`src/hdl/pcmsp_cfg.svh`:
```
// Constants of the PCM serial port: word sizes, frame length, timing counts and codec values.
`ifndef PCMSP_CFG_SVH
`define PCMSP_CFG_SVH

// Master bit clock cycles from one frame sync to the next.
`define PCMSP_FRAME_CYCLES 9'd256
// Saturation value of the frame length counter.
`define PCMSP_FRAME_CNT_MAX 9'h1FF
// Transmit word length in linear coding.
`define PCMSP_LIN_TX_BITS 5'd13
// Receive word length in linear coding: sample bits plus gain code bits.
`define PCMSP_LIN_RX_BITS 5'd16
// Word length in companded coding, both directions.
`define PCMSP_CMP_BITS 5'd8
// System clock period in picoseconds.
`define PCMSP_CLK_PERIOD_PS 4000
// Time without any bit clock edge after which the clock counts as lost.
`define PCMSP_LOSS_TIME_NS 2000
// Longest wait, rounded down to whole system clock cycles.
`define PCMSP_LOSS_CYCLES ((`PCMSP_LOSS_TIME_NS * 1000) / `PCMSP_CLK_PERIOD_PS)
// Least reset pulse the host applies, and its count rounded up.
`define PCMSP_RESET_MIN_NS 500
`define PCMSP_RESET_MIN_CYCLES ((`PCMSP_RESET_MIN_NS * 1000 + `PCMSP_CLK_PERIOD_PS - 1) / `PCMSP_CLK_PERIOD_PS)
// Even-bit inversion pattern of the companded code.
`define PCMSP_ALAW_XOR 8'h55
// Receive gain codes and their Q8 linear factors, 3 dB apart.
`define PCMSP_GAIN_0DB 3'h1
`define PCMSP_COEF_P3 10'h16A
`define PCMSP_COEF_0 10'h100
`define PCMSP_COEF_M3 10'h0B5
`define PCMSP_COEF_M6 10'h080
`define PCMSP_COEF_M9 10'h05B
`define PCMSP_COEF_M12 10'h040
`define PCMSP_COEF_M15 10'h02E
`define PCMSP_COEF_M18 10'h020
// Limits of a 13-bit two's-complement sample.
`define PCMSP_LIN_MAX 16'sh0FFF
`define PCMSP_LIN_MIN -16'sh1000

`endif

```
`src/hdl/pcmsp_pkg.sv`:
```
// Types shared by the PCM serial port modules.
package pcmsp_pkg;
  // Transmit word sequencer states.
  typedef enum logic [1:0] {TXS_IDLE, TXS_ARMED, TXS_SHIFT} pcmsp_tx_state_t;
  // A 13-bit two's-complement linear sample.
  typedef logic signed [12:0] pcmsp_lin_t;
  // An 8-bit companded code.
  typedef logic [7:0] pcmsp_alaw_t;
  // A 3-bit receive gain code.
  typedef logic [2:0] pcmsp_gain_t;
endpackage

```
`src/hdl/pcmsp_alaw.sv`:
```
// Combinational companding encoder and decoder between 13-bit linear and 8-bit codes.
`timescale 1ns/1ps
`include "pcmsp_cfg.svh"
module pcmsp_alaw
  import pcmsp_pkg::*;
(
  input  wire pcmsp_lin_t  i_enc_lin,
  output pcmsp_alaw_t      o_enc_code,
  input  wire pcmsp_alaw_t i_dec_code,
  output pcmsp_lin_t       o_dec_lin
);

  // Encoder: sign, segment of the leading one, four mantissa bits, then even-bit inversion.
  always_comb
  begin
    logic [12:0] neg;
    logic [11:0] mag;
    logic [2:0]  seg;
    logic [3:0]  mant;
    neg  = 13'(-i_enc_lin);
    mag  = 12'h000;
    seg  = 3'h0;
    mant = 4'h0;
    // The most negative sample has no positive twin, so it clips to full scale.
    if (!i_enc_lin[12])
    begin
      mag = i_enc_lin[11:0];
    end
    else if (i_enc_lin == 13'sh1000)
    begin
      mag = 12'hFFF;
    end
    else
    begin
      mag = neg[11:0];
    end
    for (int b = 5; b < 12; b++)
    begin
      if (mag[b])
      begin
        seg = 3'(b - 4);
      end
    end
    // Segment zero is uniform; higher segments keep the four bits under the leading one.
    if (seg == 3'h0)
    begin
      mant = mag[4:1];
    end
    else
    begin
      mant = 4'(mag >> seg);
    end
    o_enc_code = {~i_enc_lin[12], seg, mant} ^ `PCMSP_ALAW_XOR;
  end

  // Decoder: rebuild the magnitude at the middle of its step and apply the sign.
  always_comb
  begin
    logic [7:0]  c;
    logic [11:0] dmag;
    c    = i_dec_code ^ `PCMSP_ALAW_XOR;
    dmag = 12'h000;
    if (c[6:4] == 3'h0)
    begin
      dmag = {7'h00, c[3:0], 1'b1};
    end
    else
    begin
      dmag = 12'({6'h00, 1'b1, c[3:0], 1'b1} << (c[6:4] - 3'h1));
    end
    o_dec_lin = c[7] ? pcmsp_lin_t'({1'b0, dmag}) : pcmsp_lin_t'(-{1'b0, dmag});
  end

endmodule

```
`src/hdl/pcmsp_serial_port.sv`:
```
// PCM serial data port with law selection, gain, mutes and automatic power-down.
// Functional notes
// Host makes each frame 256 bit clocks.
// Frame sync sampled on bit clock fall.
// Receive bit captured on bit clock fall.
// Transmit bits driven on bit clock rises.
// Output released on fall ending last bit.
// Bit one is MSB, last is LSB.
// Host holds reset at least 500 ns.
// Clock loss powers down, output high impedance.
// Power-down waits for word in flight.
// Law select low linear, high companded.
// Linear words are 13-bit two's complement.
// Companded words use the 8-bit A-law code.
// Transmit mute attenuates sample before encoding.
// Receive word 8 bits or 13 plus gain.
// Linear gain code in 3 dB steps.
// Receive mute silences receive output.
// One transmit word per frame, else idle.
// Host pulses sync one bit clock per frame.
`timescale 1ns/1ps
`include "pcmsp_cfg.svh"
module pcmsp_serial_port
  import pcmsp_pkg::*;
#(
  parameter int LOSS_CYCLES = `PCMSP_LOSS_CYCLES
)
(
  input  wire logic       i_clk,
  input  wire logic       i_nrst,
  input  wire logic       i_bit_clk,
  input  wire logic       i_frame_sync_pulse,
  input  wire logic       i_serial_rx_data_in,
  input  wire logic       i_law_select,
  input  wire logic       i_transmit_mute,
  input  wire logic       i_receive_mute,
  input  wire logic       i_pwr_down_req,
  input  wire pcmsp_lin_t i_tx_sample,
  output logic            o_serial_tx_data_out,
  output logic            o_serial_tx_data_out_oe,
  output logic            o_tx_sample_take,
  output pcmsp_lin_t      o_rx_sample,
  output pcmsp_gain_t     o_rx_gain_code,
  output logic            o_rx_valid,
  output logic            o_power_down,
  output logic            o_frame_err
);

  logic            bclk_q_r;     // Bit clock level one system cycle ago.
  logic            bclk_rise;    // Bit clock rose this cycle.
  logic            bclk_fall;    // Bit clock fell this cycle.
  logic            sync_fall;    // Frame sync seen high on a bit clock fall.
  logic [15:0]     loss_cnt_r;   // Cycles since the last bit clock edge.
  logic            clock_lost_r; // Bit clock has stopped.
  pcmsp_tx_state_t tx_state_r;   // Transmit sequencer state.
  logic [12:0]     tx_shift_r;   // Transmit word, MSB at the top.
  logic [4:0]      tx_cnt_r;     // Transmit bits driven so far.
  logic            tx_law_r;     // Law of the word being sent.
  logic [4:0]      tx_len;       // Length of the word being sent.
  logic            tx_load;      // A new word is taken this cycle.
  pcmsp_lin_t      tx_lin;       // Transmit sample after the mute.
  pcmsp_alaw_t     tx_code;      // Companded transmit code.
  logic [12:0]     tx_word;      // Word as it enters the shifter.
  logic            rx_active_r;  // Receive word in progress.
  logic [4:0]      rx_cnt_r;     // Receive bits captured so far.
  logic [15:0]     rx_shift_r;   // Receive shifter, last bit at the bottom.
  logic            rx_law_r;     // Law of the word being received.
  logic            rx_done_r;    // Receive word complete, one-cycle pulse.
  logic [4:0]      rx_len;       // Length of the word being received.
  pcmsp_lin_t      rx_dec_lin;   // Decoded companded sample.
  pcmsp_lin_t      rx_lin;       // Receive sample before gain.
  pcmsp_gain_t     rx_gain;      // Gain code that applies to it.
  pcmsp_lin_t      rx_out;       // Receive sample after gain and clipping.
  logic [8:0]      frame_cnt_r;  // Bit clock falls since the last sync.
  logic            frame_seen_r; // At least one sync has been seen.

  // The bit clock is a synchronous input, so its edges are found by comparing with last cycle.
  always_ff @(posedge i_clk)
  begin
    if (!i_nrst)
    begin
      bclk_q_r <= 1'b0;
    end
    else
    begin
      bclk_q_r <= i_bit_clk;
    end
  end

  assign bclk_rise = i_bit_clk & ~bclk_q_r;
  assign bclk_fall = ~i_bit_clk & bclk_q_r;
  assign sync_fall = bclk_fall & i_frame_sync_pulse;

  // Watchdog on the bit clock; any edge restarts it, a long silence marks the clock lost.
  always_ff @(posedge i_clk)
  begin
    if (!i_nrst)
    begin
      loss_cnt_r   <= 16'h0000;
      clock_lost_r <= 1'b0;
    end
    else if (bclk_rise || bclk_fall)
    begin
      loss_cnt_r   <= 16'h0000;
      clock_lost_r <= 1'b0;
    end
    else if (loss_cnt_r == 16'(LOSS_CYCLES - 1))
    begin
      clock_lost_r <= 1'b1;
    end
    else
    begin
      loss_cnt_r <= loss_cnt_r + 16'h0001;
    end
  end

  // Power-down: immediate on clock loss, otherwise only once no transmit word is in flight.
  always_ff @(posedge i_clk)
  begin
    if (!i_nrst)
    begin
      o_power_down <= 1'b0;
    end
    else if (clock_lost_r)
    begin
      o_power_down <= 1'b1;
    end
    else if (i_pwr_down_req)
    begin
      if (tx_state_r == TXS_IDLE)
      begin
        o_power_down <= 1'b1;
      end
    end
    else
    begin
      o_power_down <= 1'b0;
    end
  end

  // Mute forces silence: 80 dB below full scale is under one step of a 13-bit sample.
  assign tx_lin  = i_transmit_mute ? 13'sh0000 : i_tx_sample;
  assign tx_word = i_law_select ? {tx_code, 5'h00} : tx_lin;
  assign tx_len  = tx_law_r ? `PCMSP_CMP_BITS : `PCMSP_LIN_TX_BITS;
  // A pending power-down request keeps a new word from starting.
  assign tx_load = sync_fall && !o_power_down && !i_pwr_down_req && (tx_state_r == TXS_IDLE);

  // Shared companding unit: encodes the transmit sample, decodes the received code.
  pcmsp_alaw u_alaw
  (
    .i_enc_lin  (tx_lin),
    .o_enc_code (tx_code),
    .i_dec_code (rx_shift_r[7:0]),
    .o_dec_lin  (rx_dec_lin)
  );

  // Transmit sequencer: arm on sync, drive bits on rises, release on the fall ending the last bit.
  always_ff @(posedge i_clk)
  begin
    if (!i_nrst)
    begin
      tx_state_r              <= TXS_IDLE;
      tx_shift_r              <= 13'h0000;
      tx_cnt_r                <= 5'h00;
      tx_law_r                <= 1'b0;
      o_serial_tx_data_out    <= 1'b0;
      o_serial_tx_data_out_oe <= 1'b0;
      o_tx_sample_take        <= 1'b0;
    end
    else
    begin
      o_tx_sample_take <= 1'b0;
      if (clock_lost_r)
      begin
        // A stopped clock can never finish the word, so the pin is released at once.
        tx_state_r              <= TXS_IDLE;
        o_serial_tx_data_out    <= 1'b0;
        o_serial_tx_data_out_oe <= 1'b0;
      end
      else
      begin
        case (tx_state_r)
          TXS_IDLE:
          begin
            // One word per frame, taken at the sync.
            if (tx_load)
            begin
              tx_shift_r       <= tx_word;
              tx_law_r         <= i_law_select;
              o_tx_sample_take <= 1'b1;
              tx_state_r       <= TXS_ARMED;
            end
          end
          TXS_ARMED:
          begin
            // First bit, the MSB, on the rise that opens bit one.
            if (bclk_rise)
            begin
              o_serial_tx_data_out    <= tx_shift_r[12];
              o_serial_tx_data_out_oe <= 1'b1;
              tx_shift_r              <= {tx_shift_r[11:0], 1'b0};
              tx_cnt_r                <= 5'h01;
              tx_state_r              <= TXS_SHIFT;
            end
          end
          TXS_SHIFT:
          begin
            if (bclk_fall && (tx_cnt_r == tx_len))
            begin
              o_serial_tx_data_out    <= 1'b0;
              o_serial_tx_data_out_oe <= 1'b0;
              tx_state_r              <= TXS_IDLE;
            end
            else if (bclk_rise && (tx_cnt_r != tx_len))
            begin
              o_serial_tx_data_out <= tx_shift_r[12];
              tx_shift_r           <= {tx_shift_r[11:0], 1'b0};
              tx_cnt_r             <= tx_cnt_r + 5'h01;
            end
          end
          default:
          begin
            tx_state_r <= TXS_IDLE;
          end
        endcase
      end
    end
  end

  assign rx_len = rx_law_r ? `PCMSP_CMP_BITS : `PCMSP_LIN_RX_BITS;

  // Receive shifter: the fall after the sync captures bit one, MSB first.
  always_ff @(posedge i_clk)
  begin
    if (!i_nrst)
    begin
      rx_active_r <= 1'b0;
      rx_cnt_r    <= 5'h00;
      rx_shift_r  <= 16'h0000;
      rx_law_r    <= 1'b0;
      rx_done_r   <= 1'b0;
    end
    else
    begin
      rx_done_r <= 1'b0;
      if (clock_lost_r)
      begin
        rx_active_r <= 1'b0;
      end
      else if (bclk_fall)
      begin
        if (rx_active_r)
        begin
          rx_shift_r <= {rx_shift_r[14:0], i_serial_rx_data_in};
          rx_cnt_r   <= rx_cnt_r + 5'h01;
          if (rx_cnt_r == rx_len - 5'h01)
          begin
            rx_active_r <= 1'b0;
            rx_done_r   <= 1'b1;
          end
        end
        else if (i_frame_sync_pulse && !o_power_down)
        begin
          rx_active_r <= 1'b1;
          rx_cnt_r    <= 5'h00;
          rx_law_r    <= i_law_select;
        end
      end
    end
  end

  // Split the received word and scale it by the gain code; companded words get 0 dB.
  always_comb
  begin
    logic signed [23:0] prod;
    logic signed [15:0] scaled;
    logic [9:0]         coef;
    prod    = 24'sh000000;
    scaled  = 16'sh0000;
    coef    = 10'h000;
    rx_lin  = rx_law_r ? rx_dec_lin : pcmsp_lin_t'(rx_shift_r[15:3]);
    rx_gain = rx_law_r ? `PCMSP_GAIN_0DB : rx_shift_r[2:0];
    case (rx_gain)
      3'h0:    coef = `PCMSP_COEF_P3;
      3'h1:    coef = `PCMSP_COEF_0;
      3'h2:    coef = `PCMSP_COEF_M3;
      3'h3:    coef = `PCMSP_COEF_M6;
      3'h4:    coef = `PCMSP_COEF_M9;
      3'h5:    coef = `PCMSP_COEF_M12;
      3'h6:    coef = `PCMSP_COEF_M15;
      default: coef = `PCMSP_COEF_M18;
    endcase
    prod   = 24'(rx_lin) * 24'($signed({1'b0, coef}));
    scaled = prod[23:8];
    // Only the +3 dB step can overflow; it clips rather than wraps.
    if (scaled > `PCMSP_LIN_MAX)
    begin
      rx_out = 13'sh0FFF;
    end
    else if (scaled < `PCMSP_LIN_MIN)
    begin
      rx_out = 13'sh1000;
    end
    else
    begin
      rx_out = pcmsp_lin_t'(scaled[12:0]);
    end
  end

  // Receive output register: one valid pulse per received word.
  always_ff @(posedge i_clk)
  begin
    if (!i_nrst)
    begin
      o_rx_sample    <= 13'sh0000;
      o_rx_gain_code <= 3'h0;
      o_rx_valid     <= 1'b0;
    end
    else
    begin
      o_rx_valid <= rx_done_r;
      if (rx_done_r)
      begin
        o_rx_sample    <= i_receive_mute ? 13'sh0000 : rx_out;
        o_rx_gain_code <= rx_gain;
      end
    end
  end

  // Frame length monitor: flags any sync interval other than 256 bit clocks.
  always_ff @(posedge i_clk)
  begin
    if (!i_nrst)
    begin
      frame_cnt_r  <= 9'h000;
      frame_seen_r <= 1'b0;
      o_frame_err  <= 1'b0;
    end
    else if (sync_fall)
    begin
      frame_cnt_r  <= 9'h001;
      frame_seen_r <= 1'b1;
      if (frame_seen_r)
      begin
        o_frame_err <= (frame_cnt_r != `PCMSP_FRAME_CYCLES);
      end
    end
    else if (bclk_fall && (frame_cnt_r != `PCMSP_FRAME_CNT_MAX))
    begin
      frame_cnt_r <= frame_cnt_r + 9'h001;
    end
  end

  // The first bit appears with the enable, one cycle after the opening rise.
  a_tx_first_bit: assert property (@(posedge i_clk) disable iff (!i_nrst)
    (tx_state_r == TXS_ARMED && bclk_rise && !clock_lost_r)
    |=> (o_serial_tx_data_out_oe && o_serial_tx_data_out == $past(tx_shift_r[12])))
    else $error("first transmit bit not driven on the opening rise");

  a_tx_release: assert property (@(posedge i_clk) disable iff (!i_nrst)
    (tx_state_r == TXS_SHIFT && bclk_fall && tx_cnt_r == tx_len) |=> !o_serial_tx_data_out_oe)
    else $error("transmit output not released after the last bit");

  a_tx_oe_word: assert property (@(posedge i_clk) disable iff (!i_nrst)
    o_serial_tx_data_out_oe |-> (tx_state_r == TXS_SHIFT && tx_cnt_r >= 5'h01 && tx_cnt_r <= tx_len))
    else $error("transmit output driven outside a word");

  a_loss_hiz: assert property (@(posedge i_clk) disable iff (!i_nrst)
    clock_lost_r |=> (!o_serial_tx_data_out_oe && o_power_down))
    else $error("clock loss did not power down and release the output");

  a_pd_defer: assert property (@(posedge i_clk) disable iff (!i_nrst)
    $rose(o_power_down) |-> ($past(clock_lost_r) || $past(tx_state_r) == TXS_IDLE))
    else $error("power-down cut a transmit word short");

  a_tx_load_word: assert property (@(posedge i_clk) disable iff (!i_nrst)
    (tx_load && !clock_lost_r && !i_law_select && !i_transmit_mute) |=> tx_shift_r == $past(i_tx_sample))
    else $error("linear transmit word differs from the sample");

  a_tx_mute_zero: assert property (@(posedge i_clk) disable iff (!i_nrst)
    (tx_load && !clock_lost_r && !i_law_select && i_transmit_mute) |=> tx_shift_r == 13'h0000)
    else $error("muted transmit word not silent");

  a_rx_capture: assert property (@(posedge i_clk) disable iff (!i_nrst)
    (bclk_fall && rx_active_r && !clock_lost_r) |=> rx_shift_r[0] == $past(i_serial_rx_data_in))
    else $error("receive bit not captured on the falling edge");

  a_rx_mute_out: assert property (@(posedge i_clk) disable iff (!i_nrst)
    (rx_done_r && i_receive_mute) |=> (o_rx_valid && o_rx_sample == 13'sh0000))
    else $error("muted receive sample not silent");

  a_rx_cmp_gain: assert property (@(posedge i_clk) disable iff (!i_nrst)
    (rx_done_r && rx_law_r) |=> o_rx_gain_code == `PCMSP_GAIN_0DB)
    else $error("companded receive gain not fixed at 0 dB");

  a_arm_on_sync: assert property (@(posedge i_clk) disable iff (!i_nrst)
    (tx_state_r == TXS_ARMED && $past(tx_state_r) == TXS_IDLE) |-> $past(sync_fall))
    else $error("transmit word armed without a sampled sync");

endmodule

```
`config.mk`:
```
export PLATFORM = sky130hd
export DESIGN_NAME = pcmsp_serial_port
export DESIGN_NICKNAME = d
export VERILOG_FILES = /design/src/hdl/pcmsp_pkg.sv /design/src/hdl/pcmsp_alaw.sv /design/src/hdl/pcmsp_serial_port.sv
export VERILOG_INCLUDE_DIRS = /design/src /design/src/hdl
export SDC_FILE = /design/constraint.sdc
export NUM_CORES = 1
export LEC_CHECK = 0
export BUFFER_PORTS_ARGS = -buffer_cell sky130_fd_sc_hd__buf_2
export CORE_ASPECT_RATIO = 0.8
export CORE_MARGIN = 10
export CORE_UTILIZATION = 44
export CTS_BUF_LIST = sky130_fd_sc_hd__clkbuf_8
export CTS_CLUSTER_SIZE = 8
export DETAILED_ROUTE_END_ITERATION = 10
export GPL_TIMING_DRIVEN = 0
export PLACE_DENSITY_LB_ADDON = 0.1
export SYNTH_ARGS = -nofsm -noshare
export SYNTH_HDL_FRONTEND = slang
export SYNTH_HIERARCHICAL = 1
export SYNTH_SLANG_ARGS = --single-unit
```
`constraint.sdc`:
```
create_clock -name i_clk -period 10.8 [get_ports i_clk]
set_clock_uncertainty 0.1 [all_clocks]
set_input_delay 0.54 -clock i_clk [delete_from_list [all_inputs] [get_ports i_clk]]
set_output_delay 0.54 -clock i_clk [all_outputs]
set_load 0.05 [all_outputs]
```
==> summary.md <==
| Metric | Value |
|---|---|
| Cell Rows | `50` |
| R2R Path Start | `rx_shift_r[4]$_SDFFE_PN0P_` |
| Die Span X | `193 microns` |
| Root buffer cell | `clkbuf_8` |
| Max VDD drop | `0.0000957 V` |
| TritonCTS Sinks | `95` |
| Crit. End Element | `flip-flop` |
| Total gr overflow | `0` |
| Post-CTS sizing | `0` |
| DRC violations left | `0` |
| WHS Path Cells | `3` |
| Sequential area share after synthesis | `18.0%` |
| Worst slew margin | `41.9%` |
| Ys Warns | `6` |
| Synth cell types | `84` |
| Final Hold Viols | `0` |
| Core Area | `23,500 sq um` |
| Worst reg2reg setup slack | `0.90 ns` |
| Worst r2r path cells | `31` |
| Drt pass-1 iters | `5` |
| Synthesis-stage register bit count | `95` |
| CTS HTree Levels | `3` |
| Top-area cell type share of the netlist area | `18.3%` |
| CTS tree | `done` |
| CP arrival | `10.12 ns` |
| Worst setup SP type | `flip-flop` |
| Routed via count | `9,022` |
| Port bufs | `43` |
| Vias in the first global route | `8,789` |
| Final Cycle Share | `91.6%` |
| Crit path time final | `9.90 ns` |
| Clock Path Buffers | `2` |
| WHS Endpoint | `rx_shift_r[0]$_SDFFE_PN0P_` |
| First-pass GRT wire length | `45.9 mm` |
| Most common cell in the netlist | `nor2_1` |
| Leak pwr | `5.19 nW` |
| Multi-input gate area | `7850 sq um` |
| Synth-to-Final Area Change | `7.61%` |
| Pwr Total | `0.849 mW` |
| Setup TNS Final | `0 ns` |
| Fillers | `2,389` |
| CTS Buf Count | `9` |
| Max Freq | `101 MHz` |
| Pin count of the biggest net entering global routing | `19` |
| DIE AREA | `30,700 sq um` |
| Asr flop ratio synth | `0%` |
| FF/Latch Area | `1900 sq um` |
| Top FF cell, synth | `dfxtp_1` |
| CP max FO | `11` |
| Antenna Nets Post-Route | `0` |
| Setup crit start | `rx_shift_r[4]$_SDFFE_PN0P_` |
| RSZ-0062 raised after global routing | `false` |
| # Post-CTS Setup Buffers | `0` |
| Syn_nets | `1,499` |
| Max Cap Violations | `0` |
| First DRT Iteration DRCs | `563` |
| Slew Viols, Final | `0` |
| CTS Hold Bufs | `0` |
| Area leader, netlist | `fa_1` |
| Power Density | `74.5 nW/um^2` |
| Critical path's largest stage delay | `0.72 ns` |
| Syn Inst Count | `1,313` |
| Avg Cell Area, Syn | `8.06 sq um` |
| Io pins | `44` |
| Actual slew at the worst max-slew pin | `0.847 ns` |
| Worst path slowest cell | `dfxtp_1` |
| Commonest cells in the netlist | `nor2_1, inv_1, nand2_1` |
| Min-delay src | `i_serial_rx_data_in` |
| Fin util | `48.4%` |
| Status | `complete, no violations` |
| Layout cells sized above 1 | `10.1%` |
| Antenna cell count | `0` |
| Critical path class | `reg -> reg` |
| Total Routing Usage GR | `17.6%` |
| R2R Path End | `o_rx_sample[3]$_SDFFE_PN0P_` |
| Placer congestion estimate | `0.888` |
| Mapped Area | `10,600 sq um` |
| Initial Utilization | `45.0%` |
| Critical Path RT | `11.02 ns` |
| Fin nets | `1,553` |
| Initial antenna violation count | `0` |
| Hold crit path type | `in -> reg` |
| Worst skew pair latency | `0.39 ns` |
| Final setup violation count | `0` |
| Wire per inst | `16.1 microns` |
| Post-synth EDFFs | `0` |
| Drt total wl | `27.1 mm` |
| Clock transition at the registers of the reported paths | `0.11 ns` |
| Dpl hpwl | `21.8 mm` |
| Hold WS | `0.289 ns` |
| Vert. Die Dim | `159 microns` |
| Final cell count without fillers | `1,684` |
| Dominant cells by area after synthesis | `fa_1, dfxtp_1, ha_1` |
| Post-DR vias/cell | `5.36` |
| Placed cells | `1,668` |
power breakdown:
group	internal [mW]	switching [mW]	total, mW
clock network	0.0962	0.148	0.244
registers	0.364	0.00922	0.373
logic	0.0877	0.144	0.232
total	0.548	0.301	0.849
layer usage:
layer  wire [microns]  global-route usage (%)  up-vias  share of wire, %
met4              273                    3.73        0               1.0
met2            11300                    25.9      238                42
met3             1230                    2.42       22               4.5
met1            14300                    26.4     4243                53
met5                0                       0        -                 0
li1                 -                       -     4519                 -
layout by cell type, fill, tap and decap left out, types with 5 or more instances in the layout:
cell type,netlist,routed
o21ai_0,69,69
clkbuf_1,40,40
or3_1,16,16
a21oi_1,91,91
clkbuf_8,0,10
xor2_1,28,28
buf_2,5,48
and3_1,9,9
mux2i_1,44,44
nand3_1,12,12
inv_1,149,149
o21bai_1,5,5
nor3b_1,5,5
nor2_1,170,170
fa_1,97,97
or2_2,15,15
nor4_1,6,6
a21o_1,6,6
and2_1,7,7
ha_1,67,67
o21ai_1,14,14
xnor2_1,30,30
a211oi_1,6,6
dfxtp_1,95,95
nor3_1,16,16
a21oi_2,22,22
buf_6,5,5
a31oi_1,13,13
nand4_1,18,18
o211ai_1,10,10
nand2_1,117,117
nor2b_1,33,33
nand2b_1,5,5
final cells by class:
class / instances / area share (%)
multi-input cells: 1010 / 68.9
plain buffers: 55 / 2.30
well taps: 312 / 3.43
inverters: 153 / 5.04
flip-flops and latches: 95 / 16.7
repair buffers: 43 / 1.89
clock buffers: 10 / 1.21
clock inverters: 6 / 0.549
sequential cells by signal, indices dropped and copies added, names as in the netlist, 2 cells and up:
register	flops
tx_shift_r	13
loss_cnt_r	16
tx_cnt_r	5
rx_shift_r	16
rx_cnt_r	5
o_rx_sample	13
o_rx_gain_code	3
tx_state_r	2
frame_cnt_r	9
worst max-delay path by stage:
stage                     depth (start not counted)                     endpoint  slack, ns
after floorplan                                  31  o_rx_sample[1]$_SDFFE_PN0P_       2.34
after global placement                           31  o_rx_sample[3]$_SDFFE_PN0P_       1.06
after detailed placement                         31  o_rx_sample[3]$_SDFFE_PN0P_       0.97
after CTS                                        31  o_rx_sample[3]$_SDFFE_PN0P_       0.88
after global routing                             31  o_rx_sample[2]$_SDFFE_PN0P_       0.19
final                                            31  o_rx_sample[3]$_SDFFE_PN0P_       0.90
critical path, delay by kind of cell, from the launching register on:
kind / cells / cell delay [ns]
AND/OR/NAND/NOR: 6 / 1.59
flip-flops: 1 / 0.72
AO/OA/AOI/OAI: 8 / 2.04
buffers and inverters: 9 / 1.35
adder cells (fa/ha/maj): 7 / 3.48
multiplexers: 1 / 0.53
metrics by stage:
step	setup slack (ns)	area [sq um]
final	0.902	11400
after global routing	0.187	11400
after CTS	0.881	11400
after detailed placement	0.975	11200
after global placement	1.06	11200
after floorplan	2.34	10600
logic make-up after synthesis:
kind of cell / count (synthesis) / share of synthesized area [%]
fa+ha+maj: 164 / 26.3
xor+xnor: 60 / 5.21
mux: 49 / 4.82
flops: 95 / 18.0
compound gates: 290 / 17.5
simple gates: 447 / 20.4
buf+inv: 208 / 7.89
No activity file was read; power rests on OpenSTA's default activity.
